**src/hdl/nvm_ctrl_pkg.sv**
```systemverilog
// Package with register map, field positions and timing for the NVM controller.
package nvm_ctrl_pkg;
    // Register word byte offsets on the Avalon-MM slave.
    localparam logic [3:0] OFS_CONTROL   = 4'h0;
    localparam logic [3:0] OFS_KEY       = 4'h4;
    localparam logic [3:0] OFS_LOCATION  = 4'h8;
    localparam logic [3:0] OFS_PAYLOAD   = 4'hc;
    // Control register field positions.
    localparam int BIT_START   = 0;
    localparam int BIT_PERMIT  = 1;
    localparam int BIT_ERASE   = 2;
    localparam int BIT_SPACE   = 3;
    localparam int BIT_DONE    = 4;
    localparam int BIT_IRQ_EN  = 5;
    localparam int BIT_REFUSED = 6;
    localparam int BIT_BUSY    = 7;
    // Unlock key values.
    localparam logic [7:0] KEY_FIRST  = 8'h55;
    localparam logic [7:0] KEY_SECOND = 8'haa;
    // EEPROM window base in the location space.
    localparam logic [15:0] EE_BASE      = 16'h7000;
    localparam logic [7:0]  EE_BASE_HI   = 8'h70;
    // Program flash row geometry.
    localparam int ROW_WORDS  = 32;
    localparam int WORD_BITS  = 14;
    localparam logic [WORD_BITS-1:0] ERASED_WORD = 14'h3fff;
    // Reset values.
    localparam logic [15:0] LOCATION_RST = 16'h0000;
    localparam logic [7:0]  PAYLOAD_RST  = 8'h00;
    // Operation times and their cycle counts at 50 MHz.
    localparam int CLK_MHZ        = 50;
    localparam int EE_WRITE_US    = 4;
    localparam int ROW_ERASE_US   = 2;
    localparam int EE_WRITE_CYC   = EE_WRITE_US * CLK_MHZ;
    localparam int ROW_ERASE_CYC  = ROW_ERASE_US * CLK_MHZ;

    typedef enum logic [1:0] {
        KEY_IDLE,
        KEY_GOT_FIRST,
        KEY_ARMED
    } key_state_t;

    typedef enum logic [1:0] {
        OP_IDLE,
        OP_EE_WRITE,
        OP_ROW_ERASE
    } op_state_t;

    // Request toward the nonvolatile array.
    typedef struct packed {
        logic        ee_write;
        logic        row_erase;
        logic        space;
        logic [15:0] location;
        logic [7:0]  data;
    } nvm_cmd_t;
endpackage : nvm_ctrl_pkg

```
**src/hdl/nvm_unlock_write_erase_ctrl.sv**
```systemverilog
// Unlock sequencer and write/erase controller for on-chip nonvolatile memory.
//
// How it works
// [RQ1] No write or erase without fresh unlock
// [RQ2] Software writes 55h, AAh, then start bit
// [RQ3] Unlock steps must be consecutive bus writes
// [RQ4] Erase stalls CPU until operation finishes
// [RQ5] No padding instructions needed after start
// [RQ6] Software masks interrupts around the sequence
// [RQ7] EEPROM target is offset plus 7000h
// [RQ8] EEPROM write stores byte, implicit erase
// [RQ9] EEPROM write runs; done flag, start clears
// [RQ10] Software polls start bit or interrupt
// [RQ11] Clearing start during EEPROM write ignored
// [RQ12] Flash erase is one row, never automatic
// [RQ13] Row erase uses space, erase, permit flags
// [RQ14] Protected row clears start, skips erase
// [RQ15] Erase sets done flag and interrupt
// [RQ16] Erase keeps latches and permit flag
// [RQ17] Row is 32 words of 14 bits
// [RQ18] Erase sets cells to ones
// [RQ19] Start without permit or unlock refused
// [RQ20] Wrong key or stray write resets tracker
//
// Decided for this implementation: the Avalon-MM register port and the address map.
`timescale 1ns/10ps
module nvm_unlock_write_erase_ctrl
    import nvm_ctrl_pkg::*;
#(
    parameter int ROW_W   = ROW_WORDS,
    parameter int WORD_W  = WORD_BITS,
    parameter int EE_CYC  = EE_WRITE_CYC,
    parameter int ER_CYC  = ROW_ERASE_CYC
) (
    input  wire logic                ref_clk,
    input  wire logic                rst,
    input  wire logic [3:0]          avs_address,
    input  wire logic                avs_read,
    input  wire logic                avs_write,
    input  wire logic [31:0]         avs_writedata,
    input  wire logic [3:0]          avs_byteenable,
    output logic [31:0]              avs_readdata,
    output logic                     avs_waitrequest,
    input  wire logic                write_protected,
    output logic                     cpu_stall,
    output logic                     memory_done_irq,
    output nvm_cmd_t                 nvm_cmd_q,
    output logic                     nvm_busy,
    output logic [ROW_W*WORD_W-1:0]  row_image_q
);
    localparam int CW = 16;

    key_state_t          key_q;
    op_state_t           op_q;
    logic                start_q;
    logic                permit_q;
    logic                erase_q;
    logic                space_q;
    logic                done_q;
    logic                irq_en_q;
    logic                refused_q;
    logic [15:0]         location_q;
    logic [7:0]          payload_q;
    logic [CW-1:0]       count_q;
    logic                ack_q;
    logic [7:0]          ee_mem_q [256];

    logic                req;
    logic                wr_acc;
    logic                rd_acc;
    logic                key_wr;
    logic                ctl_wr;
    logic                start_req;
    logic                go;
    logic                go_ee;
    logic                go_erase;
    logic                finish;
    logic [31:0]         rd_d;

    function automatic logic hit(input logic [3:0] a, input logic [3:0] o);
        return a == o;
    endfunction : hit

    // One wait state per access keeps read data registered.
    assign req             = avs_read | avs_write;
    assign avs_waitrequest = req & ~ack_q;
    assign wr_acc          = avs_write & ack_q;
    assign rd_acc          = avs_read & ack_q;
    assign key_wr          = wr_acc & hit(avs_address, OFS_KEY)
                             & avs_byteenable[0];
    assign ctl_wr          = wr_acc & hit(avs_address, OFS_CONTROL)
                             & avs_byteenable[0];
    assign start_req       = ctl_wr & avs_writedata[BIT_START];
    // The start write itself must be the very next write after AAh.
    assign go      = start_req & (key_q == KEY_ARMED) & permit_q
                     & avs_writedata[BIT_PERMIT] & (op_q == OP_IDLE); // RQ1
    assign go_ee    = go & avs_writedata[BIT_SPACE]
                      & ~avs_writedata[BIT_ERASE]
                      & (location_q[15:8] == EE_BASE_HI); // RQ7
    assign go_erase = go & avs_writedata[BIT_ERASE]
                      & (avs_writedata[BIT_SPACE] | ~write_protected); // RQ14
    assign finish   = (op_q != OP_IDLE) && (count_q == '0);
    assign cpu_stall       = (op_q == OP_ROW_ERASE); // RQ4 RQ5
    assign nvm_busy        = (op_q != OP_IDLE);
    assign memory_done_irq = done_q & irq_en_q; // RQ15

    // The acknowledge drops after every taken access, so a master that
    // holds its request back to back still sees one wait state each time.
    always_ff @(posedge ref_clk) begin
        if (rst) begin
            ack_q <= 1'b0;
        end else begin
            ack_q <= req & ~ack_q;
        end
    end

    // Unlock tracker; any other write aborts the sequence.
    always_ff @(posedge ref_clk) begin
        if (rst) begin
            key_q <= KEY_IDLE;
        end else if (wr_acc) begin
            if (key_wr && avs_writedata[7:0] == KEY_FIRST) begin
                key_q <= KEY_GOT_FIRST; // RQ3
            end else if (key_wr && key_q == KEY_GOT_FIRST
                         && avs_writedata[7:0] == KEY_SECOND) begin
                key_q <= KEY_ARMED; // RQ2
            end else begin
                key_q <= KEY_IDLE; // RQ20
            end
        end
    end

    // Control bits; start stays clear unless an operation is launched.
    always_ff @(posedge ref_clk) begin
        if (rst) begin
            permit_q  <= 1'b0;
            erase_q   <= 1'b0;
            space_q   <= 1'b0;
            irq_en_q  <= 1'b0;
            refused_q <= 1'b0;
        end else if (ctl_wr) begin
            permit_q  <= avs_writedata[BIT_PERMIT];
            erase_q   <= avs_writedata[BIT_ERASE];
            space_q   <= avs_writedata[BIT_SPACE];
            irq_en_q  <= avs_writedata[BIT_IRQ_EN];
            refused_q <= start_req & ~go; // RQ19
        end
    end

    // Start reads back high only while an operation runs; a refused start
    // never shows, so polling it cannot hang on a request that never ran.
    always_ff @(posedge ref_clk) begin
        if (rst) begin
            start_q <= 1'b0;
        end else if (go_ee || go_erase) begin
            start_q <= 1'b1;
        end else if (finish) begin
            start_q <= 1'b0; // RQ9
        end else if (op_q == OP_IDLE) begin
            start_q <= 1'b0; // RQ14
        end
    end

    // Done flag: the hardware set wins over a software clear.
    always_ff @(posedge ref_clk) begin
        if (rst) begin
            done_q <= 1'b0;
        end else if (finish) begin
            done_q <= 1'b1; // RQ15
        end else if (ctl_wr && avs_writedata[BIT_DONE]) begin
            done_q <= 1'b0;
        end
    end

    // Target and payload are frozen while an operation runs, so that a
    // read-back always shows the operation that is in progress.
    always_ff @(posedge ref_clk) begin
        if (rst) begin
            location_q <= LOCATION_RST;
            payload_q  <= PAYLOAD_RST;
        end else if (wr_acc && op_q == OP_IDLE) begin
            if (hit(avs_address, OFS_LOCATION)) begin
                if (avs_byteenable[0]) location_q[7:0]  <= avs_writedata[7:0];
                if (avs_byteenable[1]) location_q[15:8] <= avs_writedata[15:8];
            end
            if (hit(avs_address, OFS_PAYLOAD) && avs_byteenable[0]) begin
                payload_q <= avs_writedata[7:0];
            end
        end
    end

    // Operation sequencer; start clears from software are ignored here.
    always_ff @(posedge ref_clk) begin
        if (rst) begin
            op_q    <= OP_IDLE;
            count_q <= '0;
        end else if (go_ee) begin
            op_q    <= OP_EE_WRITE; // RQ8
            count_q <= CW'(EE_CYC - 1);
        end else if (go_erase) begin
            op_q    <= OP_ROW_ERASE; // RQ12
            count_q <= CW'(ER_CYC - 1);
        end else if (finish) begin
            op_q    <= OP_IDLE; // RQ11
        end else if (op_q != OP_IDLE) begin
            count_q <= count_q - CW'(1);
        end
    end

    // Command toward the array, held for the whole operation.
    always_ff @(posedge ref_clk) begin
        if (rst) begin
            nvm_cmd_q <= '0;
        end else if (go_ee || go_erase) begin
            nvm_cmd_q.ee_write  <= go_ee;
            nvm_cmd_q.row_erase <= go_erase; // RQ16
            nvm_cmd_q.space     <= avs_writedata[BIT_SPACE];
            nvm_cmd_q.location  <= location_q;
            nvm_cmd_q.data      <= payload_q;
        end else if (finish) begin
            nvm_cmd_q <= '0;
        end
    end

    // Local EEPROM byte store. The target byte is wiped to all ones when
    // the write is launched and takes the payload when the timer ends, so
    // a write cut short leaves an erased byte, never a mix of old and new.
    always_ff @(posedge ref_clk) begin
        if (go_ee) begin
            ee_mem_q[location_q[7:0]] <= '1; // RQ8
        end else if (finish && op_q == OP_EE_WRITE) begin
            ee_mem_q[nvm_cmd_q.location[7:0]] <= nvm_cmd_q.data; // RQ8
        end
    end

    // Image of the erased row; erasing drives every cell to one.
    always_ff @(posedge ref_clk) begin
        if (rst) begin
            row_image_q <= '0;
        end else if (finish && op_q == OP_ROW_ERASE) begin
            row_image_q <= {ROW_W{ERASED_WORD}}; // RQ17 RQ18
        end
    end

    // Read mux; unmapped offsets and the key register read as zero, so
    // the key values can never be read back by stray software.
    always_comb begin
        rd_d = 32'h0000_0000;
        unique case (avs_address)
            OFS_CONTROL: begin
                rd_d[BIT_START]   = start_q;
                rd_d[BIT_PERMIT]  = permit_q;
                rd_d[BIT_ERASE]   = erase_q;
                rd_d[BIT_SPACE]   = space_q;
                rd_d[BIT_DONE]    = done_q;
                rd_d[BIT_IRQ_EN]  = irq_en_q;
                rd_d[BIT_REFUSED] = refused_q;
                rd_d[BIT_BUSY]    = nvm_busy;
            end
            OFS_LOCATION: rd_d[15:0] = location_q;
            OFS_PAYLOAD:  rd_d[7:0]  = payload_q;
            default:      rd_d = 32'h0000_0000;
        endcase
    end

    // Read data are captured in the wait-state cycle and stand at the edge
    // that completes the read.
    always_ff @(posedge ref_clk) begin
        if (rst) begin
            avs_readdata <= 32'h0000_0000;
        end else if (avs_read && !ack_q) begin
            avs_readdata <= rd_d;
        end
    end
endmodule : nvm_unlock_write_erase_ctrl
```
**config.mk**
```make
export PLATFORM = sky130hd
export DESIGN_NAME = nvm_unlock_write_erase_ctrl
export DESIGN_NICKNAME = d
export VERILOG_FILES = /design/src/hdl/nvm_ctrl_pkg.sv /design/src/hdl/nvm_unlock_write_erase_ctrl.sv
export SDC_FILE = /design/constraint.sdc
export NUM_CORES = 1
export LEC_CHECK = 0
export BUFFER_PORTS_ARGS = -buffer_cell sky130_fd_sc_hd__buf_2
export CAP_MARGIN = 40
export CORE_AREA = 4 4 215 217
export CTS_BUF_LIST = sky130_fd_sc_hd__clkbuf_16
export DETAILED_ROUTE_END_ITERATION = 10
export DIE_AREA = 0 0 219 221
export HOLD_SLACK_MARGIN = 0.12
export PLACE_DENSITY = 0.41
export SYNTH_ARGS = -nofsm -noshare
export SYNTH_HDL_FRONTEND = slang
export SYNTH_SLANG_ARGS = --single-unit
```
**constraint.sdc**
```tcl
create_clock -name ref_clk -period 13 [get_ports ref_clk]
set_clock_uncertainty 0.1 [all_clocks]
set_input_delay 1.3 -clock ref_clk [delete_from_list [all_inputs] [get_ports ref_clk]]
set_output_delay 1.3 -clock ref_clk [all_outputs]
set_load 0.05 [all_outputs]
```
# Word level (Yosys, flattened, before mapping)
# Index checks and enable logic that the tools add are counted.
[word_totals]
regBits = 96
inputBits = 45
out_inout_bits = 511
wordCells = 109
[classes]
n_addsub = 1
n_eq_ne = 11
n_mux = 18
bitwise_logic = 25
n_reduce_logical = 30
[op_table]
columns = ["operator", "count"]
rows = [
  ["two-way mux 27 bit", 2],
  ["two-way mux 8 bit", 5],
  ["case mux 8 bit (3 select lines)", 1],
  ["AND 1 bit", 18],
  ["== test 8 x 7 -> 1 bit, second input constant", 2],
  ["zero test 16 bit", 1],
  ["subtractor 16 x 1 -> 16 bit, second input constant", 1],
  ["nonzero test 2 bit", 5],
  ["logical AND 1 bit", 9],
  ["nonzero test 3 bit", 3],
  ["== test 4 bit, second input constant", 2],
  ["== test 8 bit, second input constant", 1],
  ["two-way mux 2 bit", 4],
  ["AND reduction 2 bit", 4],
  ["two-way mux 1 bit", 6],
  ["AND reduction 3 bit", 2],
  ["NOT 1 bit", 5],
  ["== test 2 bit, second input constant", 2],
  ["== test 4 x 3 -> 1 bit, second input constant", 1],
  ["zero test 4 bit", 1],
  ["inequality test 3 bit, second input constant", 1],
  ["OR reduction 3 bit", 1],
  ["== test 2 x 1 -> 1 bit, second input constant", 1],
  ["zero test 2 bit", 1],
  ["5 further kinds", 6],
]

# Depth between registers and ports, before layout
[logic_depth]
ltp_word = 13
depth_mapped = 8
depth_no_buf = 7

# Worst setup path after synthesis
# Ideal clock, no wire load.
[synth_path]
path_type = "register to output"
start = "register, netlist name row_image_q[0]"
end = "output port row_image_q[100]"
arrival_time_ps = 8936
t_required_ps = 11600
setup_slack_ps = 2664
path_stages_with_launch = 2
path_buffers = 1
cell_sequence = "dfxtp_1 > buf_4"
[synth_lines]
columns = ["item", "line_no", "source"]
rows = [
  ["to (decl)", "nvm_unlock_write_erase_ctrl.sv:49", "output logic [ROW_W*WORD_W-1:0] row_image_q"],
]
# No word-level cell between the ends.

# Worst setup path after layout
[layout_path]
start = "register, netlist name row_image_q[0]"
end = "output port row_image_q[361]"
# No word-level cell between the ends.

==> metrics.md <==
| Metric | Value |
|---|---|
| Status | completed |
| Max-cap check violation count | 0 |
| Reg2Reg Depth | 6 |
| Syn Inst Count | 926 |
| RSZ-0062 raised after global routing | false |
| Area of the multi-input gates | 2070 sq um |
| Avg Synthesized Cell Area | about 8.2 sq um |
| CP arrival | 2.39 ns |
| Routability cong. | 0.748 |
| Skew-Pair Late Insertion Delay | 0.35 ns |
| CTS Hold Bufs | 0 |
| Share of cells above drive strength 1 | 56.3% |
| DR WL/cell | between 10 and 15 um |
| Hold crit path type | flip-flop to flip-flop |
| # Post-CTS Setup Buffers | 0 |
| Netlist cell types | 51 |
| Fin Setup TNS | 0 ns |
| Seq/Total Area, Yosys | 25.1% |
| Crit path max fanout | between 100 and 150 |
| Clock sinks | 95 |
| Clock transition at path regs | 0.06 ns |
| Antenna Cells | 0 |
| Vias per inst | about 3.2 |
| 1st-pass router iterations | 4 |
| Worst-Margin Slew | 0.920 ns |
| EDFF count, synth | 0 |
| Min Hold Slack | 0.355 ns |
| Die width | 219 um |
| Initial Util | 17.2% |
| Worst VDD drop | 0.0000452 V |
| GR Overflow Total | 0 |
| Static Leakage | roughly 4.6 nW |
| Vias in the first global route | 4,363 |
| Main synth FF type | dfxtp_1 |
| # DRC | 0 |
| Via Count | 5,135 |
| Final min period | 3.79 ns |
| Hold endpoint | refused_q$_SDFFE_PP0N_ |
| First-pass GRT wire length | 27.0 mm |
| RR Endpoint | count_q[4]$_SDFFE_PP0P_ |
| Fillers | a little over 5,000 |
| Core Box Area | 44,100 sq um |
| Root Buffer | clkbuf_16 |
| FF-to-FF setup slack | approximately 10 ns |
| CP startpoint | row_image_q[0]$_SDFFE_PP0P_ |
| Post-cts resize count | 0 |
| Largest net degree at the start of global routing | 143 |
| Startpoint Class | flip-flop |
| CTS tree | built |
| Power per cell area | about 76 nW/um^2 |
| Fin crit share | slightly below 30% |
| Max-slew violation count | 0 |
| Fmax | around 260 MHz |
| CTS Buf Count | 9 |
| Die height | 221 um |
| Maximum clock path buffer count | 2 |
| Synth warn | 0 |
| Area Overhead vs Synth | 2.17% |
| CP peak stage delay | 0.74 ns |
| Total track usage | 6.91% |
| Antenna-violating nets left | 0 |
| Die area | approximately 48,000 sq um |
| Worst path slowest cell | dfxtp_4 |
| Initial antenna violation count | 2 |
| Register area | 1910 sq um |
| Crit Path Category | flip-flop to output pin |
| H-tree depth | 3 |
| Crit-path cells | buf_4, buf_16, buf_2 |
| Final Hold Fails | 0 |
| # nets final | 1,034 |
| Row Count | 77 |
| Worst Path Required | 11.60 ns |
| Final setup vio count | 0 |
| Cell area after synthesis | 7570 sq um |
| Port bufs | about 520 |
| FF+latch count, synth | 95 |
| Reg-to-reg startpoint | location_q[9]$_SDFFE_PP0P_ |
| Worst slew margin | about two fifths |
| WL final | 19.1 mm |
| Boundary pin count | 556 |
| Drt initial violations | 173 |
| Hold path cells | 2 |
| Async set or reset register ratio after synthesis | 0% |
| Hold Path Origin | refused_q$_SDFFE_PP0N_ |
| Hpwl dp | 14.9 mm |
| Setup crit end kind | output pin |
[worst max-delay path, delay by kind of cell, from the launching register on]
family | cells | cell delay [ns]
buf+inv | 3 | 1.24
flops | 1 | 0.74
[layout make-up]
type                       count  area share, %
tap                          592           9.58
clock buffer                   9           2.91
multi-input combinational    347           26.8
sequential                    95           24.6
timing repair buffer         528           35.0
clock inverter                 7          0.728
inverter                       7          0.340
[how the worst max path moves through the flow]
stage                                    endpoint  cells after the start
after floorplan                  row_image_q[100]                      1
after global routing              row_image_q[16]                      2
final                            row_image_q[361]                      3
after global placement    count_q[4]$_SDFFE_PP0P_                      7
after detailed placement  count_q[3]$_SDFFE_PP0P_                      7
after CTS                        row_image_q[213]                      3
[synth_stat cells, types with 5 or more instances]
master | number | share of area (%)
nor4_1 | 7 | 0.58
mux2_2 | 8 | 1.2
nand2b_1 | 5 | 0.41
inv_1 | 7 | 0.35
clkbuf_1 | 20 | 0.99
nand3b_1 | 25 | 2.5
dfxtp_1 | 95 | 25
nor2_1 | 63 | 3.1
nand2_1 | 48 | 2.4
mux2i_1 | 28 | 3.7
xor2_1 | 5 | 0.58
buf_4 | 465 | 46
nand3_1 | 19 | 1.3
a21oi_1 | 52 | 3.4
nor3_1 | 10 | 0.66
a22oi_1 | 9 | 0.89
[stage by stage]
step	setup slack, ns	instance area (sq um)	utilization (%)	std cells	power (W)
3_5_place_dp	8.94	7450	16.9	1569	0.000332
3_3_place_gp	8.57	7390	16.7	1566	0.000331
5_1_grt	8.92	7730	17.5	1585	0.000607
6_report	9.21	7730	17.5	1585	0.000586
4_1_cts	9.10	7730	17.5	1585	0.000597
2_1_floorplan	2.66	7630	-	941	0.000325
[layout by cell type (no fill, tap or decap), types with 5 or more instances in the layout]
cell type,instances
buf_2,520
dfxtp_1,94
nor2_1,63
a21oi_1,52
nand2_1,48
mux2i_1,28
nand3b_1,25
nand3_1,19
conb_1,16
nor3_1,10
inv_1,9
a22oi_1,9
clkbuf_16,9
mux2_2,8
nor4_1,7
nand2b_1,5
xor2_1,5
buf_4,5
[cell families (layout without fill, tap and decap cells)]
group,after synthesis,after routing,synth area share (%)
adders and majority gates,1,1,0.165
and+or+nand+nor,210,210,14.5
buffers and inverters,499,551,48.2
other,1,16,0.0495
xor gates and xnor gates,9,9,1.04
muxes,36,36,4.89
AOI/OAI and AO/OA,75,75,6.02
DFF,95,95,25.1
[routing by layer]
layer	wire length (um)	vias to the layer above	share of wire (%)	track usage (%)
met5	15	-	0.078	0
met3	2250	14	12	2.78
li1	-	2662	-	-
met4	214	4	1.1	2.02
met2	9400	234	49	12.4
met1	7240	2221	38	7.45
[where the power goes]
part	total, W	leakage (nW)	switching, W	internal, W
registers	0.000292	0.766	0.000000587	0.000291
logic	0.0000338	3.65	0.0000271	0.00000671
clock network	0.000260	0.149	0.000114	0.000146
total	0.000586	4.57	0.000142	0.000444
[state kept, by name, indices dropped and copies added, names as in the netlist, 2 cells and up]
signal        flops
count_q          16
key_q             2
location_q       16
payload_q         8
nvm_cmd_q        26
avs_readdata     16
op_q              2
(Power assumes the default switching activity.)
